[config.mk]
export PLATFORM = sky130hd
export DESIGN_NAME = interval_timer
export DESIGN_NICKNAME = d
export VERILOG_FILES = /design/src/interval_timer.v /design/src/timer_channel.v
export VERILOG_INCLUDE_DIRS = /design/src
export SDC_FILE = /design/constraint.sdc
export NUM_CORES = 1
export LEC_CHECK = 0
export BUFFER_PORTS_ARGS = -buffer_cell sky130_fd_sc_hd__buf_4
export CAP_MARGIN = 20
export CELL_PAD_IN_SITES_DETAIL_PLACEMENT = 1
export CELL_PAD_IN_SITES_GLOBAL_PLACEMENT = 1
export CORE_UTILIZATION = 40
export DETAILED_ROUTE_END_ITERATION = 6
export GPL_TIMING_DRIVEN = 0
export MAX_ROUTING_LAYER = met4
export PLACE_DENSITY = 0.81
export REMOVE_ABC_BUFFERS = 1
export SLEW_MARGIN = 20
export SYNTH_ARGS = -nofsm -noshare
export SYNTH_HDL_FRONTEND = slang
export SYNTH_SLANG_ARGS = --single-unit
[constraint.sdc]
create_clock -name sys_clk -period 6.41 [get_ports sys_clk]
set_clock_uncertainty 0.2 [all_clocks]
set_input_delay 0.641 -clock sys_clk [delete_from_list [all_inputs] [get_ports sys_clk]]
set_output_delay 0.641 -clock sys_clk [all_outputs]
set_load 0.02 [all_outputs]
[src/interval_timer_consts.vh]
// Constants shared by the interval timer design files.
`ifndef INTERVAL_TIMER_CONSTS_VH
`define INTERVAL_TIMER_CONSTS_VH
`define PORT_CNT0        2'h0
`define PORT_CNT1        2'h1
`define PORT_CNT2        2'h2
`define PORT_SETUP       2'h3
`define CW_SEL_HI        7
`define CW_SEL_LO        6
`define CW_ACC_HI        5
`define CW_ACC_LO        4
`define CW_MODE_HI       3
`define CW_MODE_LO       1
`define CW_BCD           0
`define SEL_ILLEGAL      2'h3
`define ACC_LATCH        2'h0
`define ACC_LOW          2'h1
`define ACC_HIGH         2'h2
`define ACC_BOTH         2'h3
`define MODE_TC          3'h0
`define MODE_ONESHOT     3'h1
`define COUNT_CLEAR      16'h0000
`define COUNT_ONE        16'h0001
`define DATA_FLOAT_OE_N  8'hff
`endif

[src/interval_timer.v]
// Three-channel interval timer with its 8-bit host bus decoder.
`timescale 1ns/1ps
`include "interval_timer_consts.vh"
module interval_timer
#(
  parameter NUM_CH = 3
)
(
  input  wire              sys_clk,
  input  wire              rst_n,
  input  wire              chip_sel_n,
  input  wire              rd_n,
  input  wire              wr_n,
  input  wire [1:0]        port_select,
  input  wire [7:0]        data_in,
  output reg  [7:0]        data_out,
  output reg  [7:0]        data_oe_n,
  input  wire [NUM_CH-1:0] cnt_clk,
  input  wire [NUM_CH-1:0] count_gate,
  output reg  [NUM_CH-1:0] cnt_out
);

  reg  [1:0]        cs_s;
  reg  [1:0]        rd_s;
  reg  [1:0]        wr_s;
  reg  [1:0]        addr_s0;
  reg  [1:0]        addr_s1;
  reg  [7:0]        din_s0;
  reg  [7:0]        din_s1;
  reg               wr_act_q;
  reg               rd_act_q;
  reg  [1:0]        rd_port_q;
  wire              wr_now;
  wire              rd_now;
  wire              wr_start;
  wire              rd_end;
  wire [NUM_CH-1:0] setup_hit;
  wire [NUM_CH-1:0] data_hit;
  wire [NUM_CH-1:0] rd_hit;
  wire [NUM_CH-1:0] ch_out;
  wire [8*NUM_CH-1:0] ch_rd;
  reg  [7:0]        rd_mux;
  integer           k;

  // Bus pins are asynchronous to sys_clk; two flops before decoding.
  always @(posedge sys_clk)
  begin
    if (!rst_n)
    begin
      cs_s    <= 2'h3;
      rd_s    <= 2'h3;
      wr_s    <= 2'h3;
      addr_s0 <= 2'h0;
      addr_s1 <= 2'h0;
      din_s0  <= 8'h00;
      din_s1  <= 8'h00;
    end
    else
    begin
      cs_s    <= {cs_s[0], chip_sel_n};
      rd_s    <= {rd_s[0], rd_n};
      wr_s    <= {wr_s[0], wr_n};
      addr_s0 <= port_select;
      addr_s1 <= addr_s0;
      din_s0  <= data_in;
      din_s1  <= din_s0;
    end
  end

  // Strobe qualification; both-low is treated as neither.
  assign wr_now   = !cs_s[1] && !wr_s[1] && rd_s[1];
  assign rd_now   = !cs_s[1] && !rd_s[1] && wr_s[1];
  assign wr_start = wr_now && !wr_act_q;
  assign rd_end   = rd_act_q && !rd_now;

  // One action per strobe: writes act on the leading edge, read pointers advance at the end.
  always @(posedge sys_clk)
  begin
    if (!rst_n)
    begin
      wr_act_q  <= 1'b0;
      rd_act_q  <= 1'b0;
      rd_port_q <= `PORT_CNT0;
    end
    else
    begin
      wr_act_q <= wr_now;
      rd_act_q <= rd_now;
      if (rd_now && !rd_act_q)
      begin
        rd_port_q <= addr_s1[1:0];
      end
    end
  end

  genvar g;
  generate
    for (g = 0; g < NUM_CH; g = g + 1)
    begin : ch
      // Channel index as a two-bit code, the width of the address and select fields.
      localparam [1:0] CH_ID = g;
      assign setup_hit[g] = wr_start && addr_s1[1:0] == `PORT_SETUP
                            && din_s1[`CW_SEL_HI:`CW_SEL_LO] == CH_ID
                            && din_s1[`CW_SEL_HI:`CW_SEL_LO] != `SEL_ILLEGAL;
      assign data_hit[g]  = wr_start && addr_s1[1:0] == CH_ID;
      assign rd_hit[g]    = rd_end && rd_port_q == CH_ID;
      timer_channel u_chan
      (
        .sys_clk      (sys_clk),
        .rst_n        (rst_n),
        .cnt_clk      (cnt_clk[g]),
        .count_gate   (count_gate[g]),
        .setup_wr     (setup_hit[g]),
        .setup_bits   (din_s1[`CW_ACC_HI:`CW_BCD]),
        .data_wr      (data_hit[g]),
        .data_rd_done (rd_hit[g]),
        .wr_data      (din_s1),
        .rd_data      (ch_rd[8*g +: 8]),
        .cnt_out      (ch_out[g])
      );
    end
  endgenerate

  // Read mux; the setup port returns zero since its read is undefined.
  always @*
  begin
    rd_mux = 8'h00;
    for (k = 0; k < NUM_CH; k = k + 1)
    begin
      if (addr_s1[1:0] == k[1:0])
      begin
        rd_mux = ch_rd[8*k +: 8];
      end
    end
  end

  // Outputs are registered; the bus floats unless a read is in progress.
  always @(posedge sys_clk)
  begin
    if (!rst_n)
    begin
      data_out  <= 8'h00;
      data_oe_n <= `DATA_FLOAT_OE_N;
      cnt_out   <= {NUM_CH{1'b0}};
    end
    else
    begin
      data_out  <= rd_mux;
      data_oe_n <= rd_now ? 8'h00 : `DATA_FLOAT_OE_N;
      cnt_out   <= ch_out;
    end
  end

endmodule

[src/timer_channel.v]
// One down-counting channel of the interval timer with its own clock, gate and output.
`timescale 1ns/1ps
`include "interval_timer_consts.vh"
module timer_channel
(
  input  wire        sys_clk,
  input  wire        rst_n,
  input  wire        cnt_clk,
  input  wire        count_gate,
  input  wire        setup_wr,
  input  wire [5:0]  setup_bits,
  input  wire        data_wr,
  input  wire        data_rd_done,
  input  wire [7:0]  wr_data,
  output reg  [7:0]  rd_data,
  output reg         cnt_out
);

  localparam ST_IDLE  = 3'b001;
  localparam ST_WAIT  = 3'b010;
  localparam ST_RUN   = 3'b100;

  reg [1:0]  acc_q;
  reg [2:0]  mode_q;
  reg        bcd_q;
  reg [15:0] preset_q;
  reg [15:0] count_q;
  reg [15:0] latch_q;
  reg        latched_q;
  reg        wr_hi_next_q;
  reg        rd_hi_next_q;
  reg [2:0]  state_q;
  reg [2:0]  clk_s;
  reg [2:0]  gate_s;
  reg        load_pend_q;
  wire       clk_rise;
  wire       gate_rise;
  wire       gate_hi;
  wire [15:0] rd_word;

  // Decrement by one in binary or four-decade decimal; zero wraps to the top.
  function [15:0] dec_count;
    input [15:0] v;
    input        bcd;
    integer      i;
    reg          borrow;
    begin
      dec_count = v;
      borrow    = 1'b1;
      if (!bcd)
      begin
        dec_count = v - `COUNT_ONE;
      end
      else
      begin
        for (i = 0; i < 4; i = i + 1)
        begin
          if (borrow)
          begin
            if (v[i*4 +: 4] == 4'h0)
            begin
              dec_count[i*4 +: 4] = 4'h9;
            end
            else
            begin
              dec_count[i*4 +: 4] = v[i*4 +: 4] - 4'h1;
              borrow              = 1'b0;
            end
          end
        end
      end
    end
  endfunction

  // Clock and gate pins come from outside, so two flops precede any use.
  always @(posedge sys_clk)
  begin
    if (!rst_n)
    begin
      clk_s  <= 3'h0;
      gate_s <= 3'h0;
    end
    else
    begin
      clk_s  <= {clk_s[1:0], cnt_clk};
      gate_s <= {gate_s[1:0], count_gate};
    end
  end

  assign clk_rise  = clk_s[1] & ~clk_s[2];
  assign gate_rise = gate_s[1] & ~gate_s[2];
  assign gate_hi   = gate_s[1];
  assign rd_word   = latched_q ? latch_q : count_q;

  // Setup, loading, latching and counting share one process since all touch the count.
  always @(posedge sys_clk)
  begin
    if (!rst_n)
    begin
      acc_q        <= `ACC_BOTH;
      mode_q       <= `MODE_TC;
      bcd_q        <= 1'b0;
      preset_q     <= `COUNT_CLEAR;
      count_q      <= `COUNT_CLEAR;
      latch_q      <= `COUNT_CLEAR;
      latched_q    <= 1'b0;
      wr_hi_next_q <= 1'b0;
      rd_hi_next_q <= 1'b0;
      state_q      <= ST_IDLE;
      load_pend_q  <= 1'b0;
      cnt_out      <= 1'b0;
    end
    else if (setup_wr && setup_bits[5:4] != `ACC_LATCH)
    begin
      acc_q        <= setup_bits[5:4];
      mode_q       <= {setup_bits[3] & ~setup_bits[2], setup_bits[2:1]};
      bcd_q        <= setup_bits[0];
      count_q      <= `COUNT_CLEAR;
      latched_q    <= 1'b0;
      wr_hi_next_q <= 1'b0;
      rd_hi_next_q <= 1'b0;
      state_q      <= ST_IDLE;
      load_pend_q  <= 1'b0;
      cnt_out      <= (setup_bits[3:1] != `MODE_TC);
    end
    else
    begin
      if (data_rd_done)
      begin
        if (acc_q == `ACC_BOTH && !rd_hi_next_q)
        begin
          rd_hi_next_q <= 1'b1;
        end
        else
        begin
          rd_hi_next_q <= 1'b0;
          latched_q    <= 1'b0;
        end
      end
      // A latch command is taken beside the counting logic, so no counter clock is lost.
      if (setup_wr && !latched_q)
      begin
        latch_q   <= count_q;
        latched_q <= 1'b1;
      end
      if (data_wr)
      begin
        case (acc_q)
          `ACC_LOW:
          begin
            preset_q    <= {8'h00, wr_data};
            load_pend_q <= 1'b1;
          end
          `ACC_HIGH:
          begin
            preset_q    <= {wr_data, 8'h00};
            load_pend_q <= 1'b1;
          end
          default:
          begin
            if (!wr_hi_next_q)
            begin
              preset_q[7:0] <= wr_data;
              wr_hi_next_q  <= 1'b1;
              if (mode_q == `MODE_TC)
              begin
                state_q <= ST_IDLE;
              end
            end
            else
            begin
              preset_q[15:8] <= wr_data;
              wr_hi_next_q   <= 1'b0;
              load_pend_q    <= 1'b1;
            end
          end
        endcase
        if (mode_q == `MODE_TC && acc_q != `ACC_BOTH)
        begin
          state_q <= ST_IDLE;
        end
      end
      else if (mode_q == `MODE_TC)
      begin
        case (state_q)
          ST_IDLE:
          begin
            if (load_pend_q)
            begin
              state_q <= ST_WAIT;
              cnt_out <= 1'b0;
            end
          end
          ST_WAIT:
          begin
            // The new count is taken on the first clock edge after loading.
            if (clk_rise)
            begin
              count_q     <= preset_q;
              load_pend_q <= 1'b0;
              state_q     <= ST_RUN;
            end
          end
          ST_RUN:
          begin
            if (clk_rise && gate_hi)
            begin
              count_q <= dec_count(count_q, bcd_q);
              if (count_q == `COUNT_ONE)
              begin
                cnt_out <= 1'b1;
              end
            end
          end
          default:
          begin
            state_q <= ST_IDLE;
          end
        endcase
      end
      if (mode_q != `MODE_TC)
      begin
        // Every mode but 0 runs as one-shot: only a gate rising edge arms a run from the preset.
        // A host write does not pause a run in progress, so no clock is lost.
        case (state_q)
          ST_IDLE:
          begin
            if (gate_rise && (load_pend_q || preset_q != `COUNT_CLEAR))
            begin
              state_q <= ST_WAIT;
            end
          end
          ST_WAIT:
          begin
            if (clk_rise)
            begin
              count_q     <= preset_q;
              load_pend_q <= 1'b0;
              cnt_out     <= 1'b0;
              state_q     <= ST_RUN;
            end
          end
          ST_RUN:
          begin
            // A gate drop does not stop the run; a retrigger reloads.
            if (gate_rise)
            begin
              state_q <= ST_WAIT;
            end
            else if (clk_rise)
            begin
              count_q <= dec_count(count_q, bcd_q);
              if (count_q == `COUNT_ONE)
              begin
                cnt_out <= 1'b1;
                state_q <= ST_IDLE;
              end
            end
          end
          default:
          begin
            state_q <= ST_IDLE;
          end
        endcase
      end
    end
  end

  // Read byte follows the access format; a latched value wins over the live count.
  always @*
  begin
    case (acc_q)
      `ACC_HIGH: rd_data = rd_word[15:8];
      `ACC_BOTH: rd_data = rd_hi_next_q ? rd_word[15:8] : rd_word[7:0];
      default:   rd_data = rd_word[7:0];
    endcase
  end

endmodule
# [Yosys cells after proc, flatten, opt, wreduce, memory -nomap -nowiden]
# Index checks and enable logic that the tools add are counted.
[totals] ff_bits=253 in_bits=21 output_inout_bits=19 elab_cells=617
[classes] n_addsub=15 eq_ne=47 n_mux=361 bitwise=21 n_reduce_logical=106
[op_table] op="$mux W16" count=33
[op_table] op="$pmux W16 S2" count=9
[op_table] op="$mux W1" count=219
[op_table] op="$mux W3" count=42
[op_table] op="$mux W4" count=30
[op_table] op="$mux W8" count=13
[op_table] op="$ne A6 B6 Y1 const B" count=9
[op_table] op="$pmux W3 S3" count=6
[op_table] op="$eq A16 B1 Y1 const B" count=3
[op_table] op="$logic_not A4 Y1" count=12
[op_table] op="$pmux W8 S2" count=3
[op_table] op="$reduce_bool A16 Y1" count=3
[op_table] op="$sub A16 B1 Y16 const B" count=3
[op_table] op="$sub A4 B1 Y4 const B" count=12
[op_table] op="$logic_and A1 B1 Y1" count=38
[op_table] op="$reduce_bool A3 Y1" count=7
[op_table] op="$eq A2 B2 Y1 const B" count=10
[op_table] op="$reduce_and A2 Y1" count=9
[op_table] op="$reduce_and A3 Y1" count=6
[op_table] op="$ne A2 B2 Y1 const B" count=7
[op_table] op="$not A1 Y1" count=14
[op_table] op="$eq A2 B1 Y1 const B" count=6
[op_table] op="$logic_not A1 Y1" count=12
[op_table] op="$pmux W1 S2" count=6
[op_table] op="10 further kinds" count=38

# [Depth between registers and ports, before layout]
# Gate-level depths: netlist of the first run.
[depth] ltp_word=36 depth_mapped=10 ltp_nobuf=8

# [Hierarchy]
# A second synthesis of the first run with hierarchy kept.
[hier_totals] hier_cells=2097 area_unflattened_um2=15879.0
[by_module_without_submodules] module="timer_channel at ch[0].u_chan ..." n_inst=2 cells_each=658 area_per_inst_um2=4789.6 seq_area_each_um2=1361.3
[by_module_without_submodules] module="timer_channel at ch[2].u_chan" n_inst=1 cells_each=638 area_per_inst_um2=4774.6 seq_area_each_um2=1361.3
[by_module_without_submodules] module="interval_timer" n_inst=1 cells_each=143 area_per_inst_um2=1525.2 seq_area_each_um2=840.8

# [Worst setup path before layout of the first run]
# OpenSTA, ideal clock, no wires.
[synth_timing] path_kind="flip-flop to flip-flop" from="register ch[0].u_chan.count_q[1]" to="register ch[0].u_chan.count_q[10]" setup_time_ns=0.127 arrival_ns=2.312 t_required_ns=6.083 path_slack_ns=3.771 path_stages_with_launch=11 path_buffers=2 period_less_slack_ns=2.639 path_cell_list="dfxtp_1 > clkbuf_1 > inv_1 > ha_1 > or3b_2 > clkbuf_1 > nor4_1 > mux2i_1 > nor3_1 > o311ai_0 > a21oi_1"
[synth_via] elab_chain_len=27 elab_cells_between_ends=45 cone_classes="add/sub: 1; eq/ne: 1; mux: 42; reduce/logical: 1"
[synth_lines] element="start: declaration" line="timer_channel.v:27" rtl="reg [15:0] count_q;"
[synth_lines] element="start signal: assignment" line="timer_channel.v:104" rtl="count_q <= `COUNT_CLEAR;"
[synth_lines] element="start signal: assignment" line="timer_channel.v:118" rtl="count_q <= `COUNT_CLEAR;"
[synth_lines] element="start signal: assignment" line="timer_channel.v:199" rtl="count_q <= preset_q;"
[synth_lines] element="$logic_not A4 Y1" line="timer_channel.v:60" rtl="if (v[i*4 +: 4] == 4'h0)"
[synth_lines] element="$mux W1" line="timer_channel.v:60"
[synth_lines] element="$mux W1" line="timer_channel.v:50" rtl="if (!bcd)"
[synth_lines] element="$mux W1" line="timer_channel.v:206" rtl="if (clk_rise && gate_hi)"
[synth_lines] element="$mux W1" line="timer_channel.v:185" rtl="case (state_q)"
[synth_lines] element="$mux W1" line="timer_channel.v:183" rtl="else if (mode_q == `MODE_TC)"
[synth_lines] element="$mux W1" line="timer_channel.v:146" rtl="if (data_wr)"
[synth_lines] element="$mux W1" line="timer_channel.v:113" rtl="else if (setup_wr && setup_bits[5:4] != `ACC_LATCH)"
[synth_lines] element="[... 11 more ...]"
[synth_lines] element="$mux W16" line="timer_channel.v:206"
[synth_lines] element="$pmux W16 S2" line="timer_channel.v:185"
[synth_lines] element="$mux W16" line="timer_channel.v:183"
[synth_lines] element="$mux W16" line="timer_channel.v:146"
[synth_lines] element="$mux W16" line="timer_channel.v:250" rtl="else if (clk_rise)"
[synth_lines] element="$mux W16" line="timer_channel.v:246" rtl="if (gate_rise)"
[synth_lines] element="$pmux W16 S2" line="timer_channel.v:225" rtl="case (state_q)"
[synth_lines] element="$mux W16" line="timer_channel.v:221" rtl="if (mode_q != `MODE_TC)"
# Several ways; a longest one is shown, not always the timed one. The select of a mux whose other input is x is not followed.
# A chain may end at the register's enable or synchronous reset.

# [Worst setup path in the final report of the first run]
[layout_timing] from="register addr_s1[1]" to="register ch[1].u_chan.count_q[14]"
[layout_via] elab_chain_len=7 elab_cells_between_ends=14 cone_classes="eq/ne: 2; mux: 6; reduce/logical: 6"
[layout_lines] element="start: declaration" line="interval_timer.v:27" rtl="reg [1:0] addr_s1;"
[layout_lines] element="start signal: assignment" line="interval_timer.v:64" rtl="addr_s1 <= addr_s0;"
[layout_lines] element="$eq A2 B1 Y1" line="interval_timer.v:105" rtl="assign data_hit[g] = wr_start && addr_s1[1:0] == CH_ID;"
[layout_lines] element="$logic_and A1 B1 Y1" line="interval_timer.v:105"
[layout_lines] element="$mux W16" line="timer_channel.v:146"
[layout_lines] element="$mux W16" line="timer_channel.v:250"
[layout_lines] element="$mux W16" line="timer_channel.v:246"
[layout_lines] element="$pmux W16 S2" line="timer_channel.v:225"
[layout_lines] element="$mux W16" line="timer_channel.v:221"
[layout_lines] element="end signal: assignment" line="timer_channel.v:208" rtl="count_q <= dec_count(count_q, bcd_q);"
[layout_lines] element="end signal: assignment" line="timer_channel.v:237" rtl="count_q <= preset_q;"
[layout_lines] element="end signal: assignment" line="timer_channel.v:252" rtl="count_q <= dec_count(count_q, bcd_q);"
[layout_lines] element="end: declaration" line="timer_channel.v:27"
# Several ways; a longest one is shown, not always the timed one.

==> out/metrics.csv, run 1 <==
metric;value;unit
cell with the most instances after synthesis;dfxtp_1;
largest net degree at the start of global routing;145;
CP Cell Sequence;nor2b_2 > a2111oi_4 > o21ai_1 > or3_1 > a31oi_1 > a31oi_1;
Net Sw Frac;23.7;%
worst skew pair latency;580;ps
synth warn;0;
# rows;72;
Seq/Total Area, Yosys;31.4;%
grt met3 use;3.24;%
clock root buffer;clkbuf_16;
Levels on crit path;6;
Clk pin slew, worst setup/hold paths;60;ps
Worst R2R Path Depth;6;
core box area;38600;um2
power consumption;3.51;mW
hold_buf cts;0;
grt ovf;0;
total leakage power;5.69;nW
flip-flop and latch area;4930;um2
worst-case hold slack;47.4;ps
DRC Markers;0;
GRT Total Usage;30.0;%
RSZ-0062 raised after global routing;false;
DR vias;16300;
asr flop ratio synth;0;%
status;complete, no violations;
dominant cell type by area after synthesis;dfxtp_1;
Syn Area/Cell;7.63;um2
shortest period the worst path allows;3590;ps
Worst-Margin Slew;1120;ps
# IOs;40;
slowest library cell on the worst path;dfxtp_1;
dpl hpwl;40400;um
routed len/inst;23.7;um
initial antenna violation count;0;
synth unique cells;83;
# diodes;0;
CP Launch Point;addr_s1[1];
power per cell area;207;nW/um2
Die W;200;um
gr busiest metal;met2;
Cells after Synth;2058;
final setup TNS;0;ps
Flop pwr share;44.7;%
Layout area overhead;8.37;%
Slew HR;24.4;%
fmax;0.278;GHz
Data arrival, critical path;3840;ps
1st-iter DRT viols;1541;
clk sinks;246;
Crit Path Class;reg2reg;
Initial Utilization;40.6;%
setup bufs post-CTS;0;
final hold vios;0;
hold depth;2;
clock share of power;50.7;%
Worst IR Drop VDD;0.186;mV
Layout fillers;4677;
CTS buffer count;29;
area of the die;40000;um2
first-pass GRT wire length;92100;um
nets;1981;
top post-synthesis cells by count;dfxtp_1 (246), nand2_1 (243), clkbuf_1 (147);
post-DR vias/cell;6.56;
CTS tree;yes;
final wirelength;58700;um
CTS max path bufs;3;
vias in the first global route;16100;
Hold Crit Class;in2reg;
Mapped Area;15700;um2
top_reg_cell synth;dfxtp_1;
Pint;2.68;mW
H-tree depth;1;
DR pass1 iterations;5;
HP Start;rd_n;
Max Cap Violations;0;
Multi-input gate area;9920;um2
Reg-to-Reg Start;addr_s1[1];
area fraction of the dominant cell type after synthesis;31.4;%
Post-synth EDFFs;0;
CP bufs+invs;0;
Finished Core Util;44.0;%
sw power;0.833;mW
cts repair resizes;0;
crit-path max FO;26;
Final setup violation count;0;
period utilization;56.1;%
Final Max Tran Viols;0;
GP Congestion;0.954;
combinational power share;4.6;%
M1 GR Usage;39.2;%
most used cell, CP;a31oi_1;
fraction of layout cells with a size suffix above 1;8.31;%
Final ANT Viol Nets;0;
crit path capture type;flip-flop;
CP delay by family, top;compound AO/OA/AOI/OAI gates;
grt met2 use;46.8;%
main area contributors after synthesis;dfxtp_1 (31%), nand2_1 (5.8%), mux2i_1 (5.7%);
Startpoint Class;flip-flop;
Yosys reg bits;246;
port bufs;39;
Die H;200;um
WP data required;6660;ps
CP max stage delay;1010;ps
[power groups by stage]
stage                     sequential [mW]  combinational (mW)  clock, mW
after detailed placement             1.60               0.159          0
after floorplan                      1.59              0.0916          0
after global routing                 1.57               0.175       1.86
after global placement               1.60               0.154          0
final                                1.57               0.161       1.78
after CTS                            1.57               0.159       1.80
[worst paths after layout]
kind         slack, ps                  endpoint
min reg2reg        210                   cs_s[1]
min                 50                   rd_s[0]
max reg2reg       2820  ch[1].u_chan.count_q[14]
max               2820  ch[1].u_chan.count_q[14]
[placed cells by master, fill, tap and decap left out, types with 22 or more instances in the layout]
| cell | count |
|---|---|
| a21boi_0 | 41 |
| a21oi_1 | 146 |
| a31oi_1 | 29 |
| nand3_1 | 84 |
| nand4_1 | 30 |
| buf_4 | 44 |
| mux2i_1 | 90 |
| nand2_1 | 243 |
| nand2b_1 | 37 |
| o22ai_1 | 29 |
| o21ai_0 | 141 |
| and2_1 | 62 |
| a22o_1 | 22 |
| inv_1 | 33 |
| nor2_1 | 115 |
| dfxtp_1 | 243 |
| nor2b_1 | 48 |
| nor4_1 | 28 |
| nor3_1 | 55 |
| a22oi_1 | 25 |
| clkbuf_16 | 29 |
[cell type report]
| cell class | count | share of cell area [%] |
|---|---|---|
| clock buffer | 40 | 5.04 |
| inverter | 33 | 0.728 |
| clock inverter | 8 | 0.861 |
| multi-input combinational | 1586 | 58.3 |
| sequential | 246 | 29.0 |
| timing repair buffer | 49 | 2.27 |
| tap | 518 | 3.81 |
[state kept, by name, indices dropped and copies added, names as in the netlist, 6 cells and up]
name,cells
ch.u_chan.latch_q,48
ch.u_chan.preset_q,48
ch.u_chan.gate_s,9
din_s1,8
din_s0,8
ch.u_chan.mode_q,9
data_out,8
ch.u_chan.clk_s,9
ch.u_chan.state_q,9
ch.u_chan.acc_q,6
ch.u_chan.count_q,48
[through the flow]
stage / area (um2) / std cells / setup WS (ps)
after floorplan: 14900 / 1865 / 2590
after global placement: 15800 / 2422 / 1390
after detailed placement: 16000 / 2431 / 2760
after CTS: 17000 / 2479 / 2730
after global routing: 17000 / 2480 / 2680
final: 17000 / 2480 / 2820
[worst reg2reg max path, cell delays in order, from the launching register on]
cell and delay [ps]:
dfxtp_1 1010, nor2b_2 400, a2111oi_4 770, o21ai_1 380, or3_1 460, a31oi_1 180
a31oi_1 90
[kinds of logic after synthesis]
group / count (synthesis) / synth area share [%]
buf+inv: 226 / 6.02
mux: 100 / 6.46
fa+ha+maj: 15 / 1.20
flops: 246 / 31.4
compound gates: 639 / 27.0
simple gates: 807 / 26.5
xor+xnor: 25 / 1.40
[layer usage]
layer  part of all wire (%)  vias up
li1                       -     7307
met3                    7.0      159
met1                     43     8077
met2                     46      716
met5                      0        -
met4                    4.1        0
Power figures use the tool's default switching activity.
==> inputs of run 2 (changes only) <==
--- a/config.mk
+++ b/config.mk
@@ -14,7 +14,7 @@
 export DETAILED_ROUTE_END_ITERATION = 6
 export GPL_TIMING_DRIVEN = 0
 export MAX_ROUTING_LAYER = met4
-export PLACE_DENSITY = 0.81
+export PLACE_DENSITY = 0.83
 export REMOVE_ABC_BUFFERS = 1
 export SLEW_MARGIN = 20
 export SYNTH_ARGS = -nofsm -noshare
==> constraint.sdc (replaced) <==
create_clock -name sys_clk -period 2.9 [get_ports sys_clk]
set_clock_uncertainty 0.2 [all_clocks]
set_input_delay 0.29 -clock sys_clk [delete_from_list [all_inputs] [get_ports sys_clk]]
set_output_delay 0.29 -clock sys_clk [all_outputs]
set_load 0.02 [all_outputs]
==> run 2 against run 1 <==
First-iteration DRC count increased by 5.5%. Sequential cell count unchanged. Via count increased by 1.8%. Critical path depth unchanged. Clock-buffer cell count increased by 3. Cell count increased by 1.9%. Register-to-register slack got worse by 2800 ps. Global-route usage increased by 0.69 points. Combinational power increased to 2.5 times the previous value. Fmax increased by 27%. Critical endpoint is now ch[0].u_chan.count_q[9]. Largest cell class unchanged.
==> out/metrics.csv, run 2 (same netlist as run 1, synthesis figures left out) <==
metric;value;unit
Initial Utilization;40.6;%
core box area;38600;um2
Slew HR;28.0;%
Data arrival, critical path;3140;ps
Hold Crit Class;in2reg;
CTS buffer count;29;
vias in the first global route;16500;
Final ANT Viol Nets;0;
final setup TNS;0;ps
Net Sw Frac;23.9;%
status;complete, no violations;
Layout area overhead;12.3;%
WP data required;3200;ps
GP Congestion;0.969;
fmax;0.352;GHz
total leakage power;5.91;nW
commonest non-fill, non-tap cells in the layout;nand2_1 (240), dfxtp_1 (235), a21oi_1 (142), o21ai_0 (139), nor2_1 (108);
Layout fillers;4630;
# rows;72;
DR vias;16600;
fraction of layout cells with a size suffix above 1;11.6;%
crit-path max FO;16;
worst-case hold slack;91.2;ps
shortest period the worst path allows;2840;ps
routed len/inst;23.9;um
final hold vios;0;
Worst IR Drop VDD;0.549;mV
Worst-Margin Slew;1080;ps
1st-iter DRT viols;1625;
port bufs;39;
power consumption;7.73;mW
Die W;200;um
first-pass GRT wire length;94000;um
post-DR vias/cell;6.55;
Die H;200;um
dpl cells;2431;
period utilization;97.9;%
clk sinks;246;
# IOs;40;
grt ovf;0;
Finished Layout Cells;2527;
initial antenna violation count;0;
worst skew pair latency;570;ps
H-tree depth;1;
final wirelength;60300;um
Clk pin slew, worst setup/hold paths;70;ps
dpl hpwl;40600;um
largest registers;ch.u_chan.count_q (48), ch.u_chan.latch_q (48), ch.u_chan.preset_q (48);
CTS tree;yes;
# diodes;0;
CTS max path bufs;3;
Pint;5.88;mW
DR pass1 iterations;6;
clock share of power;49.9;%
Final Max Tran Viols;0;
Final setup violation count;0;
DRC Markers;0;
sw power;1.84;mW
power per cell area;438;nW/um2
Crit Path Class;reg2reg;
Flop pwr share;44.9;%
combinational power share;5.2;%
crit path capture type;flip-flop;
nets;2024;
area of the die;40000;um2
Startpoint Class;flip-flop;
GRT Total Usage;30.7;%
largest net degree at the start of global routing;145;
most common cell after layout, fill and taps aside;nand2_1;
clock root buffer;clkbuf_16;
Max Cap Violations;0;
==> run 2: cell types whose count changed in the layout (fill, tap and decap cells not counted), moves of 6 or more <==
cell	previous run	this run
nor2_1	115	108
dfxtp_2	3	11
nor3b_4	1	7
clkbuf_1	2	9
buf_4	44	70
nor3_1	55	49
dlygate4sd3_1	0	19
dfxtp_1	243	235
nor3b_2	9	3
nor4_1	28	22
==> run 2: timing repair <==
item                                    CTS  global route
gates resized for setup                  40            40
gates cloned                              0             0
endpoints found under the hold margin    19             0
endpoints found under the setup margin  139            61
hold buffers                             19             0
buffers inserted                          9            16
pin swaps                                 3             7
==> run 2: per-layer routing <==
metal	share of wire, %	global-route usage, %
met1	41	38.3
met2	46	48.7
met3	7.7	4.49
met4	4.8	14.5
met5	0	-
==> run 2: final cells by class <==
class | instances | area, um2 | area share, %
clock buffer | 43 | 828 | 4.70
clock inverter | 9 | 149 | 0.845
inverter | 33 | 124 | 0.703
multi-input combinational | 1586 | 10200 | 57.8
sequential | 246 | 4940 | 28.0
tap | 518 | 648 | 3.68
timing repair buffer | 92 | 749 | 4.25
==> run 2: final timing paths <==
check	cells after the start	from	slack (ps)	endpoint
max	6	ch[0].u_chan.state_q[1]	60	ch[0].u_chan.count_q[9]
min	2	rst_n	90	ch[1].u_chan.acc_q[1]
max reg2reg	6	ch[0].u_chan.state_q[1]	60	ch[0].u_chan.count_q[9]
min reg2reg	1	wr_s[0]	210	wr_s[1]
==> run 2: through the flow <==
stage	cell area [um2]	util [%]	worst slack [ps]
after floorplan	14900	-	-917
after global placement	15800	40.9	-1940
after detailed placement	16000	41.3	-691
after CTS	17400	44.9	-68.2
after global routing	17600	45.6	-21.6
final	17600	45.6	61.7
==> run 2: power groups by stage <==
stage	registers, mW	logic (mW)	clock network [mW]
after floorplan	3.52	0.203	0
after global placement	3.54	0.338	0
final	3.47	0.403	3.85
after global routing	3.47	0.430	4.03
after detailed placement	3.54	0.348	0
after CTS	3.47	0.389	3.89
==> run 2: worst max-delay path, cell delays in order (launching register included) <==
cell,delay (ps)
dfxtp_1,680
nor3b_4,520
nand2_1,330
nand3_1,360
a22oi_1,180
a211o_1,340
a31oi_1,160
